**config.mk**
```make
export PLATFORM = sky130hd
export DESIGN_NAME = pci_lock_target
export DESIGN_NICKNAME = d
export VERILOG_FILES = /design/src/shared/pci_lock_pkg.sv /design/src/shared/pci_sample_if.sv /design/src/rtl/pci_lock_target.sv /design/src/rtl/pci_parity_unit.sv /design/src/rtl/pin_sync.sv
export VERILOG_INCLUDE_DIRS = /design/src /design/src/shared
export SDC_FILE = /design/constraint.sdc
export NUM_CORES = 1
export LEC_CHECK = 0
export ABC_AREA = 1
export BUFFER_PORTS_ARGS = -buffer_cell sky130_fd_sc_hd__buf_2
export CORE_UTILIZATION = 44
export CTS_CLUSTER_DIAMETER = 30
export DETAILED_ROUTE_END_ITERATION = 10
export HOLD_SLACK_MARGIN = 0.08
export PLACE_DENSITY = 0.69
export SYNTH_ARGS = -nofsm -noshare
export SYNTH_HDL_FRONTEND = slang
export SYNTH_SLANG_ARGS = --single-unit
```
**constraint.sdc**
```tcl
create_clock -name clk_in -period 5.8 [get_ports clk_in]
set_clock_uncertainty 0.1 [all_clocks]
set_input_delay 0.29 -clock clk_in [delete_from_list [all_inputs] [get_ports clk_in]]
set_output_delay 0.29 -clock clk_in [all_outputs]
set_load 0.05 [all_outputs]
```
**src/shared/pci_lock_params.svh**
```systemverilog
`ifndef PCI_LOCK_PARAMS_SVH
`define PCI_LOCK_PARAMS_SVH

// Bus command codes as seen on the command/byte-enable pins
`define CMD_IACK        4'h0
`define CMD_SPECIAL     4'h1
`define CMD_MEM_RD      4'h6
`define CMD_MEM_WR      4'h7
`define CMD_MEM_RD_MULT 4'hC
`define CMD_MEM_RD_LINE 4'hE
`define CMD_MEM_WR_INV  4'hF

// Locked line is 32 bytes: address bits 31..5 name it
`define LINE_LSB        5
`define LINE_W          27
`define ADDR_STEP       32'h0000_0004

// Width of the synchronised pin vector
`define SYNC_W          44

// Reset values
`define RST_ADDR        32'h0000_0000
`define RST_LINE        27'h000_0000

`endif

```
**src/shared/pci_lock_pkg.sv**
```systemverilog
package pci_lock_pkg;

  // Lock tracking states, one-hot
  typedef enum logic [5:0] {
    LK_FREE  = 6'b000001,
    LK_REQ   = 6'b000010,
    LK_DRAIN = 6'b000100,
    LK_SNOOP = 6'b001000,
    LK_FIRST = 6'b010000,
    LK_HELD  = 6'b100000
  } lock_state_e;

  typedef logic [26:0] line_t;

endpackage

```
**src/shared/pci_sample_if.sv**
```systemverilog
`timescale 1ns/1ps
`default_nettype none

// Sampled bus view shared by the lock logic and the parity unit
interface pci_sample_if;
  logic        pedge;     // Bus clock rising edge seen
  logic [31:0] ad;        // Sampled AD lines
  logic [3:0]  cbe;       // Sampled command/byte enables
  logic        par;       // Sampled parity pin
  logic        chk_addr;  // Check address parity now
  logic        chk_data;  // Check data parity now
  logic        special;   // Current cycle is a special cycle
  logic        resp_en;   // Parity error response enable
  logic        drv_oe;    // We drove AD in the ended clock
  logic [31:0] drv_ad;    // Data we drove
  logic        addr_err;  // Address parity error pulse
  logic        data_err;  // Data parity error pulse

  modport tgt (output pedge, ad, cbe, par, chk_addr, chk_data, special,
               resp_en, drv_oe, drv_ad,
               input addr_err, data_err);
  modport chk (input pedge, ad, cbe, par, chk_addr, chk_data, special,
               resp_en, drv_oe, drv_ad,
               output addr_err, data_err);
endinterface

`default_nettype wire

```
**src/rtl/pci_lock_target.sv**
```systemverilog
`timescale 1ns/1ps
`default_nettype none
`include "pci_lock_params.svh"

//
// Contract
// Initiator gets grant while lock free
// Lock request: read, lock asserted after address
// Lock set by first completed data transfer
// Owner holds lock until done or abort
// Locked target freed by frame, lock idle
// Retried first transaction releases lock
// Owner continues with lock low at address
// Locked target claims owner's continuing transaction
// Owner releases lock with irdy idle
// Lock seen at address: locked target retries
// Never initiates lock; excludes others when locked
// Core side locks only 32-byte line
// Drain earlier write snoops, then snoop read
// Core hits on locked line are retried
// Most recent line stays locked to core
// Snoop disable makes lock ignored
// Even parity over AD, command, PAR
// Driver sends PAR one clock later
// Unused lanes stable, counted in parity
// Parity error sets status; response gated
// PERR data errors; SERR address, special
// Strap picks host or agent mode
// Agent mode ignores memory until translation
// Only locked target excluded, others proceed
// Lock flag and line kept, then cleared
module pci_lock_target
  import pci_lock_pkg::*;
(
  input  wire logic        clk_in,              // 100 MHz clock
  input  wire logic        sys_rst_in,          // Sync reset, high
  input  wire logic        pci_clk_in,          // Bus clock pin
  input  wire logic        frame_n_in,          // Frame pin, low
  input  wire logic        irdy_n_in,           // Initiator ready
  input  wire logic        trdy_n_in,           // Target ready
  input  wire logic        lock_n_in,           // Lock pin, low
  input  wire logic        par_in,              // Parity pin
  input  wire logic [3:0]  cbe_n_in,            // Command/enables
  input  wire logic [31:0] ad_in,               // Address/data pins
  input  wire logic        host_agent_select_strap_in, // High: host
  input  wire logic        addr_map_b_strap_in, // High: map B
  input  wire logic        mem_space_en_in,     // Memory target on
  input  wire logic        inbound_xlate_en_in, // Inbound window on
  input  wire logic        snoop_disable_in,    // No-snoop config
  input  wire logic        parity_resp_en_in,   // Parity response
  input  wire logic        dpe_clear_in,        // Clear status bit
  input  wire logic [31:0] mem_base_in,         // Local window base
  input  wire logic [31:0] mem_mask_in,         // Local window mask
  input  wire logic        wr_snoop_pending_in, // Older writes open
  input  wire logic        snoop_ack_in,        // Lock snoop done
  input  wire logic        core_req_in,         // Core access valid
  input  wire logic [31:0] core_addr_in,        // Core address
  input  wire logic [31:0] rd_data_in,          // Read data driven
  input  wire logic        rd_data_oe_in,       // Read data driven
  output logic             claim_out,           // Transaction ours
  output logic             retry_out,           // Retry this one
  output logic             hold_trdy_out,       // Stall data phase
  output logic             snoop_req_out,       // Lock snoop request
  output logic      [31:0] snoop_addr_out,      // Lock snoop address
  output logic             locked_out,          // Target is locked
  output line_t            lock_line_out,       // Locked line
  output logic             core_retry_out,      // Retry core access
  output logic             par_out,             // Generated parity
  output logic             par_oe_out,          // Parity enable
  output logic             perr_n_out,          // Parity error, low
  output logic             perr_oe_out,         // Its enable
  output logic             serr_n_out,          // System error, low
  output logic             serr_oe_out,         // Its enable
  output logic             dpe_status_out,      // Sticky parity error
  output logic             host_mode_out,       // Host bridge mode
  output logic             config_error_out     // Agent with map A
);

  // Command classes
  function automatic logic rd_cmd(input logic [3:0] c);
    rd_cmd = (c == `CMD_MEM_RD) | (c == `CMD_MEM_RD_MULT)
           | (c == `CMD_MEM_RD_LINE);
  endfunction

  function automatic logic mem_cmd(input logic [3:0] c);
    mem_cmd = rd_cmd(c) | (c == `CMD_MEM_WR) | (c == `CMD_MEM_WR_INV);
  endfunction

  // Same 32-byte line
  function automatic logic line_match(input logic [31:0] a,
                                      input line_t l);
    line_match = (a[31:`LINE_LSB] == l);
  endfunction

  logic [`SYNC_W-1:0] raw;
  logic [`SYNC_W-1:0] syn;
  logic               pclk_q;
  logic               frame_q;
  logic               ap_q;
  logic               dx_q;
  logic               rd_q;
  logic               special_q;
  logic [31:0]        cur_addr;
  lock_state_e        state;
  lock_state_e        next_state;

  pci_sample_if u_bus ();

  // Every pin crosses two flops before use
  assign raw = {pci_clk_in, frame_n_in, irdy_n_in, trdy_n_in,
                lock_n_in, par_in, cbe_n_in, ad_in,
                host_agent_select_strap_in, addr_map_b_strap_in};

  pin_sync #(
    .W (`SYNC_W)
  ) u_sync (
    .clk_in (clk_in),
    .d_in   (raw),
    .q_out  (syn)
  );

  // Unpacked, active-high view of the sampled bus
  wire        pclk       = syn[43];
  wire        frame      = ~syn[42];
  wire        irdy       = ~syn[41];
  wire        trdy       = ~syn[40];
  wire        lock       = ~syn[39];
  wire        par_s      = syn[38];
  wire [3:0]  cbe        = syn[37:34];
  wire [31:0] ad         = syn[33:2];
  wire        strap_host = syn[1];
  wire        strap_mapb = syn[0];

  // Bus clock edges, eight system clocks apart at 80 ns
  wire pedge = pclk & ~pclk_q;
  wire addr_phase = pedge & frame & ~frame_q;
  wire xfer = pedge & irdy & trdy;
  wire end_txn = pedge & ~frame & ~irdy;

  // Target decode, lock ignored unless we are locked
  wire hit = ((ad ^ mem_base_in) & mem_mask_in) == 32'h0000_0000;
  wire tgt_on = mem_space_en_in
              & (host_mode_out | inbound_xlate_en_in);
  wire want = addr_phase & mem_cmd(cbe) & hit & tgt_on;
  wire held = (state == LK_HELD);
  wire refuse = want & held & lock;
  wire accept = want & ~refuse;
  wire ours_xfer = xfer & claim_out & ~retry_out;

  // Lock attempt: read claimed with lock low at address
  wire lock_try = accept & rd_cmd(cbe) & ~lock
                & ~snoop_disable_in;

  // Bus clock edge and previous frame level
  always_ff @(posedge clk_in) begin
    if (sys_rst_in) begin
      pclk_q  <= 1'b0;
      frame_q <= 1'b0;
    end else begin
      pclk_q  <= pclk;
      frame_q <= pedge ? frame : frame_q;
    end
  end

  // Claim and retry stand for the whole transaction
  always_ff @(posedge clk_in) begin
    if (sys_rst_in) begin
      claim_out <= 1'b0;
      retry_out <= 1'b0;
      rd_q      <= 1'b0;
      special_q <= 1'b0;
    end else if (addr_phase) begin
      claim_out <= accept;
      retry_out <= refuse;
      rd_q      <= rd_cmd(cbe);
      special_q <= (cbe == `CMD_SPECIAL);
    end else if (end_txn) begin
      claim_out <= 1'b0;
      retry_out <= 1'b0;
    end
  end

  // Running address; one word per completed data phase
  always_ff @(posedge clk_in) begin
    if (sys_rst_in) begin
      cur_addr <= `RST_ADDR;
    end else if (addr_phase) begin
      cur_addr <= ad;
    end else if (ours_xfer) begin
      cur_addr <= cur_addr + `ADDR_STEP;
    end
  end

  // Remember what the ended bus clock carried for parity
  always_ff @(posedge clk_in) begin
    if (sys_rst_in) begin
      ap_q <= 1'b0;
      dx_q <= 1'b0;
    end else if (pedge) begin
      ap_q <= addr_phase;
      dx_q <= xfer & ((claim_out & ~retry_out & ~rd_q) | special_q);
    end
  end

  // Lock tracking; never entered from our own initiator
  always_comb begin
    next_state = state;
    unique case (state)
      LK_FREE: begin
        if (lock_try) begin
          next_state = LK_REQ;
        end
      end
      LK_REQ: begin
        // Lock must show on the clock after the address
        if (pedge) begin
          next_state = lock ? LK_DRAIN : LK_FREE;
        end
      end
      LK_DRAIN: begin
        if (end_txn) begin
          next_state = LK_FREE;
        end else if (~wr_snoop_pending_in) begin
          next_state = LK_SNOOP;
        end
      end
      LK_SNOOP: begin
        // Snoop runs to completion even if the bus gives up
        if (snoop_ack_in) begin
          next_state = LK_FIRST;
        end
      end
      LK_FIRST: begin
        if (ours_xfer) begin
          next_state = LK_HELD;
        end else if (end_txn | (pedge & ~lock)) begin
          next_state = LK_FREE;
        end
      end
      LK_HELD: begin
        if (pedge & ~frame & ~lock) begin
          next_state = LK_FREE;
        end
      end
      default: begin
        next_state = LK_FREE;
      end
    endcase
  end

  always_ff @(posedge clk_in) begin
    if (sys_rst_in) begin
      state <= LK_FREE;
    end else begin
      state <= next_state;
    end
  end

  // Snoop handshake and data-phase stall while it runs
  always_ff @(posedge clk_in) begin
    if (sys_rst_in) begin
      snoop_req_out  <= 1'b0;
      snoop_addr_out <= `RST_ADDR;
      hold_trdy_out  <= 1'b0;
    end else begin
      snoop_req_out  <= (next_state == LK_SNOOP);
      hold_trdy_out  <= (next_state == LK_DRAIN)
                      | (next_state == LK_SNOOP)
                      | (state == LK_REQ);
      if (state == LK_REQ) begin
        snoop_addr_out <= cur_addr;
      end
    end
  end

  // Lock flag and locked line; line follows latest access
  always_ff @(posedge clk_in) begin
    if (sys_rst_in) begin
      locked_out    <= 1'b0;
      lock_line_out <= `RST_LINE;
    end else begin
      locked_out <= (next_state == LK_HELD);
      if (next_state == LK_FREE) begin
        lock_line_out <= `RST_LINE;
      end else if (ours_xfer & ((state == LK_FIRST) | held)) begin
        lock_line_out <= cur_addr[31:`LINE_LSB];
      end
    end
  end

  // Core: only the locked line is fenced off
  always_ff @(posedge clk_in) begin
    if (sys_rst_in) begin
      core_retry_out <= 1'b0;
    end else begin
      core_retry_out <= core_req_in & held
                      & line_match(core_addr_in, lock_line_out);
    end
  end

  // Parity checker inputs
  assign u_bus.pedge    = pedge;
  assign u_bus.ad       = ad;
  assign u_bus.cbe      = cbe;
  assign u_bus.par      = par_s;
  assign u_bus.chk_addr = pedge & ap_q;
  assign u_bus.chk_data = pedge & dx_q;
  assign u_bus.special  = special_q;
  assign u_bus.resp_en  = parity_resp_en_in;
  assign u_bus.drv_oe   = rd_data_oe_in;
  assign u_bus.drv_ad   = rd_data_in;

  pci_parity_unit u_par (
    .clk_in      (clk_in),
    .sys_rst_in  (sys_rst_in),
    .bus         (u_bus.chk),
    .par_out     (par_out),
    .par_oe_out  (par_oe_out),
    .perr_n_out  (perr_n_out),
    .perr_oe_out (perr_oe_out),
    .serr_n_out  (serr_n_out),
    .serr_oe_out (serr_oe_out)
  );

  // Sticky detected-parity-error; a new error beats the clear
  always_ff @(posedge clk_in) begin
    if (sys_rst_in) begin
      dpe_status_out <= 1'b0;
    end else begin
      dpe_status_out <= (dpe_status_out & ~dpe_clear_in)
                      | u_bus.addr_err | u_bus.data_err;
    end
  end

  // Straps follow the pins through reset, frozen at release
  always_ff @(posedge clk_in) begin
    if (sys_rst_in) begin
      host_mode_out    <= strap_host;
      config_error_out <= ~strap_host & ~strap_mapb;
    end
  end

endmodule // pci_lock_target

`default_nettype wire

```
**src/rtl/pci_parity_unit.sv**
```systemverilog
`timescale 1ns/1ps
`default_nettype none

module pci_parity_unit (
  input  wire logic     clk_in,      // System clock
  input  wire logic     sys_rst_in,  // Sync reset, high
  pci_sample_if.chk     bus,         // Sampled bus view
  output logic          par_out,     // Generated parity
  output logic          par_oe_out,  // Parity pin enable
  output logic          perr_n_out,  // Parity error, low
  output logic          perr_oe_out, // Parity error enable
  output logic          serr_n_out,  // System error, low
  output logic          serr_oe_out  // System error enable
);

  // PAR trails the phase it covers by one bus clock
  logic prev_par;
  wire bus_bad  = prev_par ^ bus.par;
  wire addr_bad = bus.chk_addr & bus_bad;
  wire data_bad = bus.chk_data & bus_bad;
  wire next_perr = bus.resp_en & data_bad & ~bus.special;
  wire next_serr = bus.resp_en
                 & (addr_bad | (data_bad & bus.special));

  // Error pulses always reach status; pins only when enabled
  always_ff @(posedge clk_in) begin
    if (sys_rst_in) begin
      bus.addr_err <= 1'b0;
      bus.data_err <= 1'b0;
    end else begin
      bus.addr_err <= addr_bad;
      bus.data_err <= data_bad;
    end
  end

  // Parity driven one bus clock after the data it covers
  always_ff @(posedge clk_in) begin
    if (sys_rst_in) begin
      par_out    <= 1'b0;
      par_oe_out <= 1'b0;
      prev_par   <= 1'b0;
    end else if (bus.pedge) begin
      prev_par   <= ^{bus.ad, bus.cbe};
      par_out    <= ^{bus.drv_ad, bus.cbe};
      par_oe_out <= bus.drv_oe;
    end
  end

  // Error pins held for one whole bus clock
  always_ff @(posedge clk_in) begin
    if (sys_rst_in) begin
      perr_n_out  <= 1'b1;
      perr_oe_out <= 1'b0;
      serr_n_out  <= 1'b1;
      serr_oe_out <= 1'b0;
    end else if (bus.pedge) begin
      perr_n_out  <= ~next_perr;
      perr_oe_out <= next_perr;
      serr_n_out  <= ~next_serr;
      serr_oe_out <= next_serr;
    end
  end

endmodule // pci_parity_unit

`default_nettype wire

```
**src/rtl/pin_sync.sv**
```systemverilog
`timescale 1ns/1ps
`default_nettype none

// Two-stage synchroniser; stage one feeds stage two only
module pin_sync #(
  parameter int W = 1
) (
  input  wire logic         clk_in,  // Sampling clock
  input  wire logic [W-1:0] d_in,    // Asynchronous pins
  output logic      [W-1:0] q_out    // Synchronised copy
);

  logic [W-1:0] meta;

  // No reset: settles within two cycles of any change
  always_ff @(posedge clk_in) begin
    meta  <= d_in;
    q_out <= meta;
  end

endmodule // pin_sync

`default_nettype wire

```
# Yosys cells after proc, flatten, opt, wreduce, memory -nomap -nowiden
# Index checks and enable logic that the tools add are counted.
[word_totals] elab_cells=138 out_inout_bits=74 input_bits=183 reg_bits=209
[op_classes] eq_ne=17 add_sub_neg=1 n_mux=15 bitwise_logic=69 n_reduce_logical=6
[ops] cell="$reduce_xor A36 Y1" count=2
[ops] cell="$mux W32" count=2
[ops] cell="$mux W6" count=8
[ops] cell="$and A1 B1 Y1" count=37
[ops] cell="$pmux W6 S6" count=1
[ops] cell="$add A32 B3 Y32 const B" count=1
[ops] cell="$and A32 B32 Y32" count=1
[ops] cell="$logic_not A32 Y1" count=1
[ops] cell="$xor A32 B32 Y32" count=1
[ops] cell="$eq A27 B27 Y1" count=1
[ops] cell="$not A1 Y1" count=16
[ops] cell="$or A1 B1 Y1" count=13
[ops] cell="$eq A4 B4 Y1 const B" count=3
[ops] cell="$eq A6 B1 Y1 const B" count=2
[ops] cell="$eq A6 B3 Y1 const B" count=2
[ops] cell="$eq A6 B4 Y1 const B" count=2
[ops] cell="$eq A6 B6 Y1 const B" count=2
[ops] cell="$eq A4 B3 Y1 const B" count=2
[ops] cell="$eq A6 B2 Y1 const B" count=1
[ops] cell="$eq A6 B5 Y1 const B" count=1
[ops] cell="$eq A4 B1 Y1 const B" count=1
[ops] cell="$reduce_bool A2 Y1" count=2
[ops] cell="$mux W1" count=3
[ops] cell="$mux W3" count=1
[ops] cell="2 further kinds" count=2

# Depth between registers and ports, before layout
# Gate-level depths: netlist (run 1).
[depth] word_depth=20 depth_mapped=15 ltp_nobuf=15

# Modules after synthesis
# From an unflattened synthesis (run 1), not the netlist that was laid out.
[unflattened] hier_cells=1337 hier_area_um2=9376.5
[modules_own_cells] mod="pci_lock_target" area_per_inst_um2=5973.2 n_inst=1 cells_each=918 seq_area_each_um2=2262.2
[modules_own_cells] mod="pin_sync" area_per_inst_um2=1761.7 n_inst=1 cells_each=88 seq_area_each_um2=1761.7
[modules_own_cells] mod="pci_parity_unit" area_per_inst_um2=1641.6 n_inst=1 cells_each=331 seq_area_each_um2=180.2

# Worst setup path before layout (run 1)
# OpenSTA, ideal clock, no wires.
[synth_path] path_kind="flip-flop to flip-flop" startpoint="register host_mode_out" endpoint="register lock_line_out[12]" stages_incl_launch_ff=12 slack_ns=3.912 t_required_ns=5.637 path_buffers=1 setup_time_ns=0.063 synth_period_minus_slack_ns=1.888 arrival_time_ns=1.725 path_cell_list="edfxtp_1 -> o21ai_0 -> nor2_1 -> nand3_1 -> nor2_1 -> nand2_1 -> nor2_1 -> nand4_1 -> nand2_1 -> nand3_4 -> buf_6 -> nor2_2"
[synth_between] elab_chain_cells=14
[synth_lines] element="start, declared" line_no="pci_lock_target.sv:75" text="output logic host_mode_out,"
[synth_lines] element="start signal, assigned" line_no="pci_lock_target.sv:338" text="host_mode_out <= strap_host;"
[synth_lines] element="$or A1 B1 Y1 (*)" line_no="pci_lock_target.sv:143" text="& (host_mode_out | inbound_xlate_en_in);"
[synth_lines] element="$and A1 B1 Y1 (*)" line_no="pci_lock_target.sv:143"
[synth_lines] element="$and A1 B1 Y1 (*)" line_no="pci_lock_target.sv:144" text="wire want = addr_phase & mem_cmd(cbe) & hit & tgt_on;"
[synth_lines] element="$and A1 B1 Y1 (2 in a row)" line_no="pci_lock_target.sv:146" text="wire refuse = want & held & lock;"
[synth_lines] element="$not A1 Y1" line_no="pci_lock_target.sv:147" text="wire accept = want & ~refuse;"
[synth_lines] element="$and A1 B1 Y1 (*)" line_no="pci_lock_target.sv:147"
[synth_lines] element="$and A1 B1 Y1 (*) (2 in a row)" line_no="pci_lock_target.sv:151" text="wire lock_try = accept & rd_cmd(cbe) & ~lock"
[synth_lines] element="$and A1 B1 Y1 (*)" line_no="pci_lock_target.sv:152" text="& ~snoop_disable_in;"
[synth_lines] element="$mux W6 (*)" line_no="pci_lock_target.sv:210" text="if (lock_try) begin"
[synth_lines] element="$pmux W6 S6 (*)" line_no="pci_lock_target.sv:208" text="unique case (state)"
[synth_lines] element="$eq A6 B1 Y1 (*)" line_no="pci_lock_target.sv:283" text="if (next_state == LK_FREE) begin"
[synth_lines] element="$reduce_or A2 Y1 (no source line) (*)"
[synth_lines] element="end signal, assigned" line_no="pci_lock_target.sv:280" text="lock_line_out <= `RST_LINE;"
[synth_lines] element="end signal, assigned" line_no="pci_lock_target.sv:284" text="lock_line_out <= `RST_LINE;"
[synth_lines] element="end signal, assigned" line_no="pci_lock_target.sv:286" text="lock_line_out <= cur_addr[31:`LINE_LSB];"
[synth_lines] element="end, declared" line_no="pci_lock_target.sv:66" text="output line_t lock_line_out,"
# Every way passes the cells marked *; elsewhere a longest branch is shown, timed or not.
# A chain may end at the register's enable or synchronous reset.

# Worst setup path after layout (run 1)
[layout_path] startpoint="register u_sync.q_out[43]" endpoint="register cur_addr[27]"
[layout_between] elab_chain_cells=6 word_cells_on_any_way=9 classes_between="1 x mux; 7 x bitwise; 1 x reduce/logical"
[layout_lines] element="start, declared" line_no="pin_sync.sv:10" text="output logic [W-1:0] q_out"
[layout_lines] element="start signal, assigned" line_no="pin_sync.sv:18" text="q_out <= meta;"
[layout_lines] element="$and A1 B1 Y1 (*)" line_no="pci_lock_target.sv:135" text="wire pedge = pclk & ~pclk_q;"
[layout_lines] element="$and A1 B1 Y1 (2 in a row)" line_no="pci_lock_target.sv:137" text="wire xfer = pedge & irdy & trdy;"
[layout_lines] element="$and A1 B1 Y1 (2 in a row)" line_no="pci_lock_target.sv:148" text="wire ours_xfer = xfer & claim_out & ~retry_out;"
[layout_lines] element="$reduce_bool A2 Y1 (no source line)"
[layout_lines] element="end signal, assigned" line_no="pci_lock_target.sv:186" text="cur_addr <= `RST_ADDR;"
[layout_lines] element="end signal, assigned" line_no="pci_lock_target.sv:190" text="cur_addr <= cur_addr + `ADDR_STEP;"
[layout_lines] element="end, declared" line_no="pci_lock_target.sv:103" text="logic [31:0] cur_addr;"
# Marked as above.

==> metrics.csv, run 1 <==
stage;metric;value;unit
outcome;outcome;completed;
placement;dpl.hpwl;20750;um
clocking;cts_tree;yes;
synth;synth_ff_type;dfxtp_1;
global_routing;antenna_found_initial;0;
synth;synth_cell_type_count;42;
clocking;clk_latency;0.51;ns
setup_path;cpMostUsedCell;nand2_1;
clocking;clock-sinks;209;
synth;yosysTopAreaCell;dfxtp_1;
worst_hold_path;whs_path_depth;0;
worst_hold_path;hold_end;u_sync.q_out[29];
synth;syn_avg_cell_area;7.267;um^2
synth;async_reset_ff_share;0;%
layout;mostFrequentLayoutCells;nand2_1, buf_2, dfxtp_1, inv_1, nor2_1;
sta;setup_violations;0;
placement;gp_congestion;0.9156;
layout;drive_gt1_share;22.66;%
sta;final.min_clock_period;3.105;ns
setup_path;cp_max_fo;18;
placement;dp.cells;1789;
floorplanning;num_rows;53;
route;drt_iter0_drc;441;
global_routing;grt_pass1_wl;44480;um
pwr;p_leak;6.141;nW
route;vias;9378;
synth;synth_edf_count;2;
setup_path;r2r_start;u_sync.q_out[43];
floorplanning;die_w;148.2;um
sta;rsz0062_at_grt;no;
floorplanning;die_y;148.2;um
sta;slew_headroom;39.43;%
setup_path;crit_path_end_kind;flip-flop;
placement;place_ws;2.707;ns
layout;syn_to_final_growth;36.89;%
placement;port_buffers;251;
synth;ys_seq_area_share;44.70;%
setup_path;cp_top_family;simple AND/OR/NAND/NOR gates;
layout;diodes;0;
flow_run;drv_cap;0;
clocking;cts-root-buf;clkbuf_16;
sta;whs;0.2152;ns
clocking;clkTransAtPathRegs;0.05;ns
synth;syn_nets;1485;
route;drtAntennaViolNets;0;
clocking;cts_resized;0;
setup_path;rr_endpoint;cur_addr[27];
worst_hold_path;hold_class;flip-flop to flip-flop;
sta;tightest_slew;0.9051;ns
sta;final_hold_viol_count;0;
synth;synth_seq_cells;209;
sta;tns;0;ns
clocking;numCtsBuffers;38;
setup_path;rr_worst_depth;11;
synth;synth_cells;1294;
synth;syn-cell-area;9404;um^2
setup_path;worstPathArrival;3.40;ns
setup_path;required;6.09;ns
route;post_drt_wl_per_cell;14.63;um
route;avgViaCountPerCell;4.905;
layout;fillers;1925;
setup_path;cp_num_buf_inv;4;
global_routing;grt_pass1_vias;8930;
clocking;h-tree-depth;2;
route;drt_wl_total;27960;um
layout;instances_no_fill;1912;
setup_path;worstSetupPathType;flip-flop to flip-flop;
synth;synth.top_cell.area_share;44.07;%
setup_path;crit_path_start_kind;flip-flop;
setup_path;ff2ff_setup_slack;2.70;ns
layout;mostFrequentLayoutCell;nand2_1;
global_routing;grt_max_degree;55;
clocking;clk_path_buf_depth;3;
synth;synth.area.top_cells;dfxtp_1, nand2_1, inv_1;
setup_path;path_cells;inv_2 -> nor2_4 -> nand2_1 -> nor2_1 -> inv_1 -> nand2_1 -> inv_1 -> nand2_1 -> nand3_1 -> nand2_1 -> inv_1;
worst_hold_path;min_from;u_sync.meta[29];
global_routing;grt-ovfl-total;0;
sta;slew_viol_final;0;
sta;fmax;0.3221;GHz
floorplanning;core_area;20960;um^2
pwr;powerDensity;340.2;nW/um^2
layout;fin_nets;1798;
route;drc;0;
sta;worst_slack;2.695;ns
pwr;peakVddDrop;0.2814;mV
sta;post-route-period-util;53.53;%
route;dr.pass1.iters;5;
clocking;postCtsHoldBufs;53;
floorplanning;initial_utilization;44.88;%
floorplanning;io_pins;257;
setup_path;crit_path_top_delay_cell;nor2_1;
clocking;cts_setup_buffers;0;
global_routing;gr-usage-all-layers;25.74;%
floorplanning;dieArea;21960;um^2
setup_path;cpPeakStageDelay;0.70;ns
synth;yosys_warnings;0;
## worst register-to-register path, cell delays in order, from the launching register on
cell and delay [ns]:
dfxtp_1 0.33, inv_2 0.06, nor2_4 0.41, nand2_1 0.10
nor2_1 0.70, inv_1 0.27, nand2_1 0.36, inv_1 0.33
nand2_1 0.15, nand3_1 0.08, nand2_1 0.06, inv_1 0.04
## area by class of cell
class                           instances  area [um^2]  area share, %
Timing Repair Buffer                  309         1824          14.17
Multi-Input combinational cell        914         4537          35.24
Clock inverter                         26        389.1          3.023
Tap cell                              275        344.1          2.673
Sequential cell                       209         4204          32.66
Inverter                              135        506.7          3.936
Clock buffer                           44         1069          8.300
## cells in the mapped netlist, types with 8 or more instances
cell type / count
dfxtp_1: 207
o22ai_1: 9
nand3_1: 54
xor2_1: 42
nand4_1: 28
a21oi_1: 71
nor2_2: 19
xnor2_1: 31
clkbuf_1: 28
nor2_1: 114
a31oi_1: 12
nand2_1: 385
nor3_1: 16
o21ai_0: 69
ha_1: 8
or2_2: 17
inv_1: 133
## cell families after synthesis
family                     Yosys count  synth area share, %
and+or+nand+nor                    652                29.78
adders and majority gates            8                1.064
xor gates and xnor gates            73                6.799
DFF                                209                44.70
buffers and inverters              171                7.052
AOI/OAI and AO/OA                  180                10.50
muxes                                1               0.1064
## report_power, final
part           leakage, nW  total [mW]  internal [mW]  switching, mW
clock network        0.690        2.46           1.69          0.768
registers             1.73        1.54           1.49         0.0530
logic                 3.72       0.373          0.166          0.206
## how the worst max path moves through the flow
| stage | start | cells after the start | to | slack [ns] |
|---|---|---|---|---|
| 6_report | u_sync.q_out[43] | 11 | cur_addr[27] | 2.70 |
| 2_1_floorplan | host_mode_out | 11 | lock_line_out[12] | 3.91 |
| 4_1_cts | u_sync.q_out[43] | 10 | lock_line_out[26] | 2.68 |
| 5_1_grt | u_sync.q_out[43] | 11 | cur_addr[30] | 2.43 |
| 3_3_place_gp | u_sync.q_out[43] | 11 | cur_addr[27] | 2.76 |
| 3_5_place_dp | u_sync.q_out[43] | 9 | state[0] | 2.71 |
## per-layer routing
layer	vias to the layer above	GRT usage, %	share of wire (%)
met5	-	0	0
met4	0	6.495	1.5
met1	4223	33.26	44
met2	349	43.64	47
li1	4769	-	-
met3	37	5.337	7.6
## flip-flops by register name, summed over array words and instances (netlist names), 6 cells and up
| signal | cells |
|---|---|
| u_sync.q_out | 44 |
| snoop_addr_out | 32 |
| state | 6 |
| cur_addr | 32 |
| lock_line_out | 27 |
| u_sync.meta | 44 |
## stage by stage
stage               util, %  area, um^2  power, mW
CTS                   61.43       12870      4.406
global placement      51.95       10890      1.908
global route          61.43       12870      4.528
detailed placement    51.95       10890      1.918
floorplan                 -        9404      1.773
finish                61.43       12870      4.380
Power figures use the tool's default switching activity.
==> inputs of run 2 (changes only) <==
Clock period 5.8 ns to 2.9 ns, I/O delays scaled along.
==> run 2 against run 1 <==
Die area stayed put. Worst hold slack worse by 0.092 ns. Sequential share of layout area hardly changed. Wire length is 1.7% higher.
==> metrics.csv, run 2 (synthesis results as in run 1) <==
stage;metric;value;unit
floorplanning;dieArea;21960;um^2
route;drtAntennaViolNets;0;
setup_path;r2r_start;u_sync.q_out[19];
placement;place_ws;0.4995;ns
flow_run;drv_cap;0;
global_routing;grt_pass1_vias;9105;
clocking;clk_path_buf_depth;3;
sta;tightest_slew;0.6322;ns
pwr;peakVddDrop;0.5065;mV
layout;syn_to_final_growth;37.04;%
clocking;clkTransAtPathRegs;0.06;ns
pwr;power.switching;2.090;mW
clocking;clk_latency;0.52;ns
layout;diodes;0;
sta;setup_violations;0;
clocking;cts-root-buf;clkbuf_16;
setup_path;cpPeakStageDelay;0.57;ns
sta;rsz0062_at_grt;no;
setup_path;crit_path_start_kind;flip-flop;
sta;fmax;0.3748;GHz
clocking;cts_tree;yes;
setup_path;worstPathArrival;2.99;ns
global_routing;grt_max_degree;54;
route;avgViaCountPerCell;4.918;
floorplanning;die_w;148.2;um
placement;port_buffers;251;
setup_path;worstSetupPathType;flip-flop to flip-flop;
route;post_drt_wl_per_cell;14.76;um
route;drc;0;
pwr;seqPwrFrac;37.2;%
setup_path;path_cells;or2_2 -> nand3_1 -> nand4_1 -> dlygate4sd3_1 -> nor2_2 -> nand4_1 -> nand2_1 -> nand3_4 -> nor2_1;
global_routing;grt_pass1_wl;44420;um
clocking;h-tree-depth;2;
floorplanning;num_rows;53;
setup_path;ff2ff_setup_slack;0.23;ns
sta;tns;0;ns
setup_path;cp_max_fo;14;
setup_path;required;3.22;ns
floorplanning;core_area;20960;um^2
layout;drive_gt1_share;23.14;%
sta;slew_headroom;57.85;%
setup_path;crit_path_top_delay_cell;dlygate4sd3_1;
worst_hold_path;whs_path_depth;6;
pwr;p_sw_share;25.22;%
layout;fin_nets;1815;
outcome;outcome;completed;
route;drt_iter0_drc;453;
placement;dpl.hpwl;21060;um
floorplanning;die_y;148.2;um
worst_hold_path;hold_end;retry_out;
pwr;clock_power_share;53.5;%
worst_hold_path;hold_class;input pin to flip-flop;
floorplanning;io_pins;257;
setup_path;cp_top_family;simple AND/OR/NAND/NOR gates;
setup_path;crit_path_end_kind;flip-flop;
route;drt_wl_total;28440;um
pwr;powerDensity;643.0;nW/um^2
setup_path;rr_worst_depth;9;
clocking;numCtsBuffers;40;
sta;final_hold_viol_count;0;
pwr;comb_power_share;9.2;%
global_routing;grt-ovfl-total;0;
sta;final.min_clock_period;2.668;ns
layout;mostFrequentLayoutCell;nand2_1;
placement;gp_congestion;0.9064;
layout;mostFrequentLayoutCells;nand2_1, buf_2, dfxtp_1, inv_1, nor2_1;
global_routing;antenna_found_initial;0;
pwr;p_leak;6.171;nW
setup_path;rr_endpoint;lock_line_out[4];
pwr;internal_power;6.197;mW
layout;largestRegisters;u_sync.meta: 44 flops, u_sync.q_out: 44 flops;
floorplanning;initial_utilization;44.88;%
setup_path;cpMostUsedCell;nand4_1;
global_routing;gr-usage-all-layers;25.66;%
worst_hold_path;min_from;mem_mask_in[19];
sta;post-route-period-util;92.01;%
sta;worst_slack;0.2317;ns
sta;slew_viol_final;0;
clocking;clock-sinks;209;
route;vias;9473;
setup_path;cp_num_buf_inv;1;
route;dr.pass1.iters;5;
==> run 2: area by class of cell <==
cell class | instances | area [um^2]
timing repair buffer | 323 | 1949
inverter | 135 | 506.7
multi-input combinational | 915 | 4557
fill | 1924 | 8068
tap | 275 | 344.1
sequential | 209 | 4204
clock buffer | 49 | 1116
clock inverter | 20 | 210.2
==> run 2: worst max-delay path by stage <==
| stage | start | cells after the start | slack, ns | to |
|---|---|---|---|---|
| 2_1_floorplan | host_mode_out | 11 | 1.01 | lock_line_out[12] |
| 3_3_place_gp | u_sync.q_out[8] | 9 | 0.50 | state[0] |
| 3_5_place_dp | u_sync.q_out[8] | 9 | 0.50 | state[0] |
| 4_1_cts | lock_line_out[14] | 7 | 0.09 | core_retry_out |
| 5_1_grt | u_sync.q_out[19] | 9 | 0.08 | lock_line_out[0] |
| 6_report | u_sync.q_out[19] | 9 | 0.23 | lock_line_out[4] |
==> run 2: worst register-to-register path: stages, from the launching register on <==
cell           delay, ns
dfxtp_1             0.39
or2_2               0.32
nand3_1             0.12
nand4_1             0.10
dlygate4sd3_1       0.57
nor2_2              0.19
nand4_1             0.12
nand2_1             0.24
nand3_4             0.26
nor2_1              0.17
==> run 2: stage by stage <==
stage	instances	cell area, um^2	power [mW]	hold slack (ns)	util (%)
3_3_place_gp	1799	10960	3.821	0.1474	52.30
5_1_grt	1926	12890	8.595	0.1602	61.50
2_1_floorplan	1294	9404	3.546	0.07272	-
3_5_place_dp	1799	10960	3.840	0.1486	52.30
4_1_cts	1925	12860	8.355	0.1243	61.36
6_report	1926	12890	8.286	0.1227	61.50
==> run 2: per-layer routing <==
layer / GRT usage (%) / wire, um
met5: 0 / 0
met4: 9.794 / 832
met3: 4.969 / 2012
met2: 42.86 / 13160
met1: 32.64 / 12430
==> run 2: power by group through the flow <==
stage / Clock, mW / Combinational [mW] / Sequential, mW
floorplan: 0 / 0.424 / 3.12
global placement: 0 / 0.686 / 3.14
detailed placement: 0 / 0.699 / 3.14
CTS: 4.51 / 0.763 / 3.08
global route: 4.64 / 0.862 / 3.09
finish: 4.44 / 0.764 / 3.09
==> run 2: what timing repair did <==
item,CTS,global route
gates resized for setup,0,2
buffers inserted,0,1
hold endpoints to repair,60,0
hold buffers,57,0
setup endpoints to repair,0,27
==> inputs of run 3 (changes only) <==
--- a/config.mk
+++ b/config.mk
@@ -14,3 +14,3 @@
 export HOLD_SLACK_MARGIN = 0.08
-export PLACE_DENSITY = 0.69
+export PLACE_DENSITY = 0.71
 export SYNTH_ARGS = -nofsm -noshare
==> constraint.sdc (replaced) <==
create_clock -name clk_in -period 2.9 [get_ports clk_in]
set_clock_uncertainty 0.1 [all_clocks]
set_input_delay 0.435 -clock clk_in [delete_from_list [all_inputs] [get_ports clk_in]]
set_output_delay 0.435 -clock clk_in [all_outputs]
set_load 0.05 [all_outputs]
==> run 3 against run 2 <==
Global-route usage rose by 0.36 points. Worst hold slack lost 0.026 ns. Flip-flop and latch count unchanged. Sequential share of layout area fell by 0.079 points. Total power rose by 8.0%. Sequential power is essentially flat. Final cell count shrank 0.47%. Via count is 0.32% lower. Design area rose by 0.24%. Highest routed layer unchanged. Clock power up 15%. Non-clock buffer count shrank 15. Clock-buffer cell count did not move.
==> metrics.csv, run 3 (synthesis results as in run 1) <==
stage;metric;value;unit
placement;dpl.hpwl;20880;um
outcome;outcome;completed;
route;vias;9443;
global_routing;grt_max_degree;54;
clocking;cts_tree;yes;
global_routing;grt_pass1_wl;44970;um
sta;final.min_clock_period;2.561;ns
layout;drive_gt1_share;23.26;%
route;post_drt_wl_per_cell;14.90;um
layout;mostFrequentLayoutCell;nand2_1;
clocking;cts_setup_buffers;0;
floorplanning;num_rows;53;
floorplanning;io_pins;257;
layout;syn_to_final_growth;37.37;%
sta;final_hold_viol_count;0;
layout;diodes;0;
pwr;p_leak;6.186;nW
floorplanning;die_y;148.2;um
route;avgViaCountPerCell;4.926;
placement;dp.cells;1795;
sta;whs;0.09689;ns
clocking;h-tree-depth;2;
clocking;cts-root-buf;clkbuf_16;
setup_path;cp_max_fo;28;
layout;mostFrequentLayoutCells;nand2_1, buf_2, dfxtp_1, inv_1, nor2_1;
layout;instances_no_fill;1917;
placement;port_buffers;251;
sta;tightest_slew;0.5983;ns
flow_run;drv_cap;0;
layout;fin_nets;1800;
pwr;powerDensity;692.6;nW/um^2
setup_path;crit_path_top_delay_cell;dfxtp_1;
setup_path;r2r_start;u_sync.q_out[8];
sta;post-route-period-util;88.30;%
route;drt_iter0_drc;473;
clocking;clk_path_buf_depth;3;
floorplanning;initial_utilization;44.88;%
route;dr.pass1.iters;5;
worst_hold_path;whs_path_depth;3;
sta;setup_violations;0;
setup_path;worstSetupPathType;flip-flop to flip-flop;
sta;fmax;0.3905;GHz
floorplanning;core_area;20960;um^2
layout;largestRegisters;u_sync.meta: 44 flops, u_sync.q_out: 44 flops;
clocking;numCtsBuffers;41;
sta;slew_headroom;59.81;%
sta;slew_viol_final;0;
setup_path;cpMostUsedCell;nor2_1;
floorplanning;dieArea;21960;um^2
placement;gp_congestion;0.9229;
sta;rsz0062_at_grt;no;
global_routing;grt-ovfl-total;0;
floorplanning;die_w;148.2;um
clocking;clkTransAtPathRegs;0.05;ns
clocking;clock-sinks;209;
global_routing;gr-usage-all-layers;26.02;%
worst_hold_path;hold_end;state[4];
pwr;peakVddDrop;0.5627;mV
global_routing;grt_pass1_vias;9103;
route;drtAntennaViolNets;0;
sta;tns;0;ns
setup_path;cpPeakStageDelay;0.39;ns
route;drc;0;
setup_path;path_cells;or2_2 -> nand3_1 -> nand2_1 -> nor2_1 -> nand3_1 -> nor2_1 -> nand4_1 -> nand2_1 -> nand3_4 -> nor2_1;
setup_path;worstPathArrival;2.88;ns
setup_path;crit_path_start_kind;flip-flop;
clocking;clk_latency;0.52;ns
route;drt_wl_total;28570;um
worst_hold_path;hold_class;input pin to flip-flop;
setup_path;required;3.22;ns
setup_path;ff2ff_setup_slack;0.34;ns
global_routing;antenna_found_initial;0;
worst_hold_path;min_from;snoop_ack_in;
setup_path;rr_worst_depth;10;
setup_path;rr_endpoint;lock_line_out[1];
setup_path;crit_path_end_kind;flip-flop;
-- run 3: changes by cell type in the layout (fill, tap and decap cells not counted), sizes merged --
cell / before / now
inv: 145 / 141
buf: 267 / 262
nand3: 56 / 55
clkinvlp: 3 / 5
clkinv: 6 / 8
dlygate4sd3: 56 / 46
bufinv: 1 / 8
-- run 3: power breakdown --
| group | internal, mW | switching [mW] |
|---|---|---|
| registers | 2.99 | 0.104 |
| clock network | 3.54 | 1.57 |
| logic | 0.331 | 0.415 |
-- run 3: how the worst max path moves through the flow --
stage | slack, ns | cells after the start | to | start
finish | 0.34 | 10 | lock_line_out[1] | u_sync.q_out[8]
global route | 0.16 | 13 | lock_line_out[1] | u_sync.q_out[36]
CTS | 0.40 | 10 | lock_line_out[1] | u_sync.q_out[8]
detailed placement | 0.31 | 11 | lock_line_out[1] | mem_base_in[6]
global placement | 0.34 | 10 | state[0] | mem_base_in[6]
floorplan | 1.01 | 11 | lock_line_out[12] | host_mode_out
-- run 3: area by class of cell --
cell class	instances	area, um^2
clock inverter	27	389.1
fill	1891	8036
tap	275	344.1
multi-input combinational	914	4537
clock buffer	49	1139
inverter	135	506.7
timing repair buffer	308	1799
sequential	209	4204
-- run 3: layer usage --
| metal | track usage [%] | vias up | part of all wire (%) |
|---|---|---|---|
| met1 | 31.93 | 4198 | 42 |
| li1 | - | 4797 | - |
| met4 | 8.969 | 0 | 2.5 |
| met2 | 45.09 | 391 | 48 |
| met3 | 5.368 | 57 | 7.9 |
| met5 | 0 | - | 0 |
-- run 3: worst max-delay path: cells and delay by family, from the launching register on --
| family | cells | cell delay [ns] |
|---|---|---|
| and+or+nand+nor | 10 | 1.97 |
| DFF | 1 | 0.39 |
-- run 3: metrics by stage --
step	setup WS [ns]	instance area, um^2	power, mW	utilization, %
CTS	0.3999	12920	9.013	61.65
global route	0.1555	12920	9.256	61.65
finish	0.3393	12920	8.947	61.65
floorplan	1.012	9404	3.546	-
detailed placement	0.3066	10930	3.833	52.16
global placement	0.3368	10930	3.816	52.16
-- run 3: repair_timing --
action / CTS / global route
resized for setup: 0 / 0
endpoints found under the hold margin: 46 / 0
hold buffers: 46 / 0
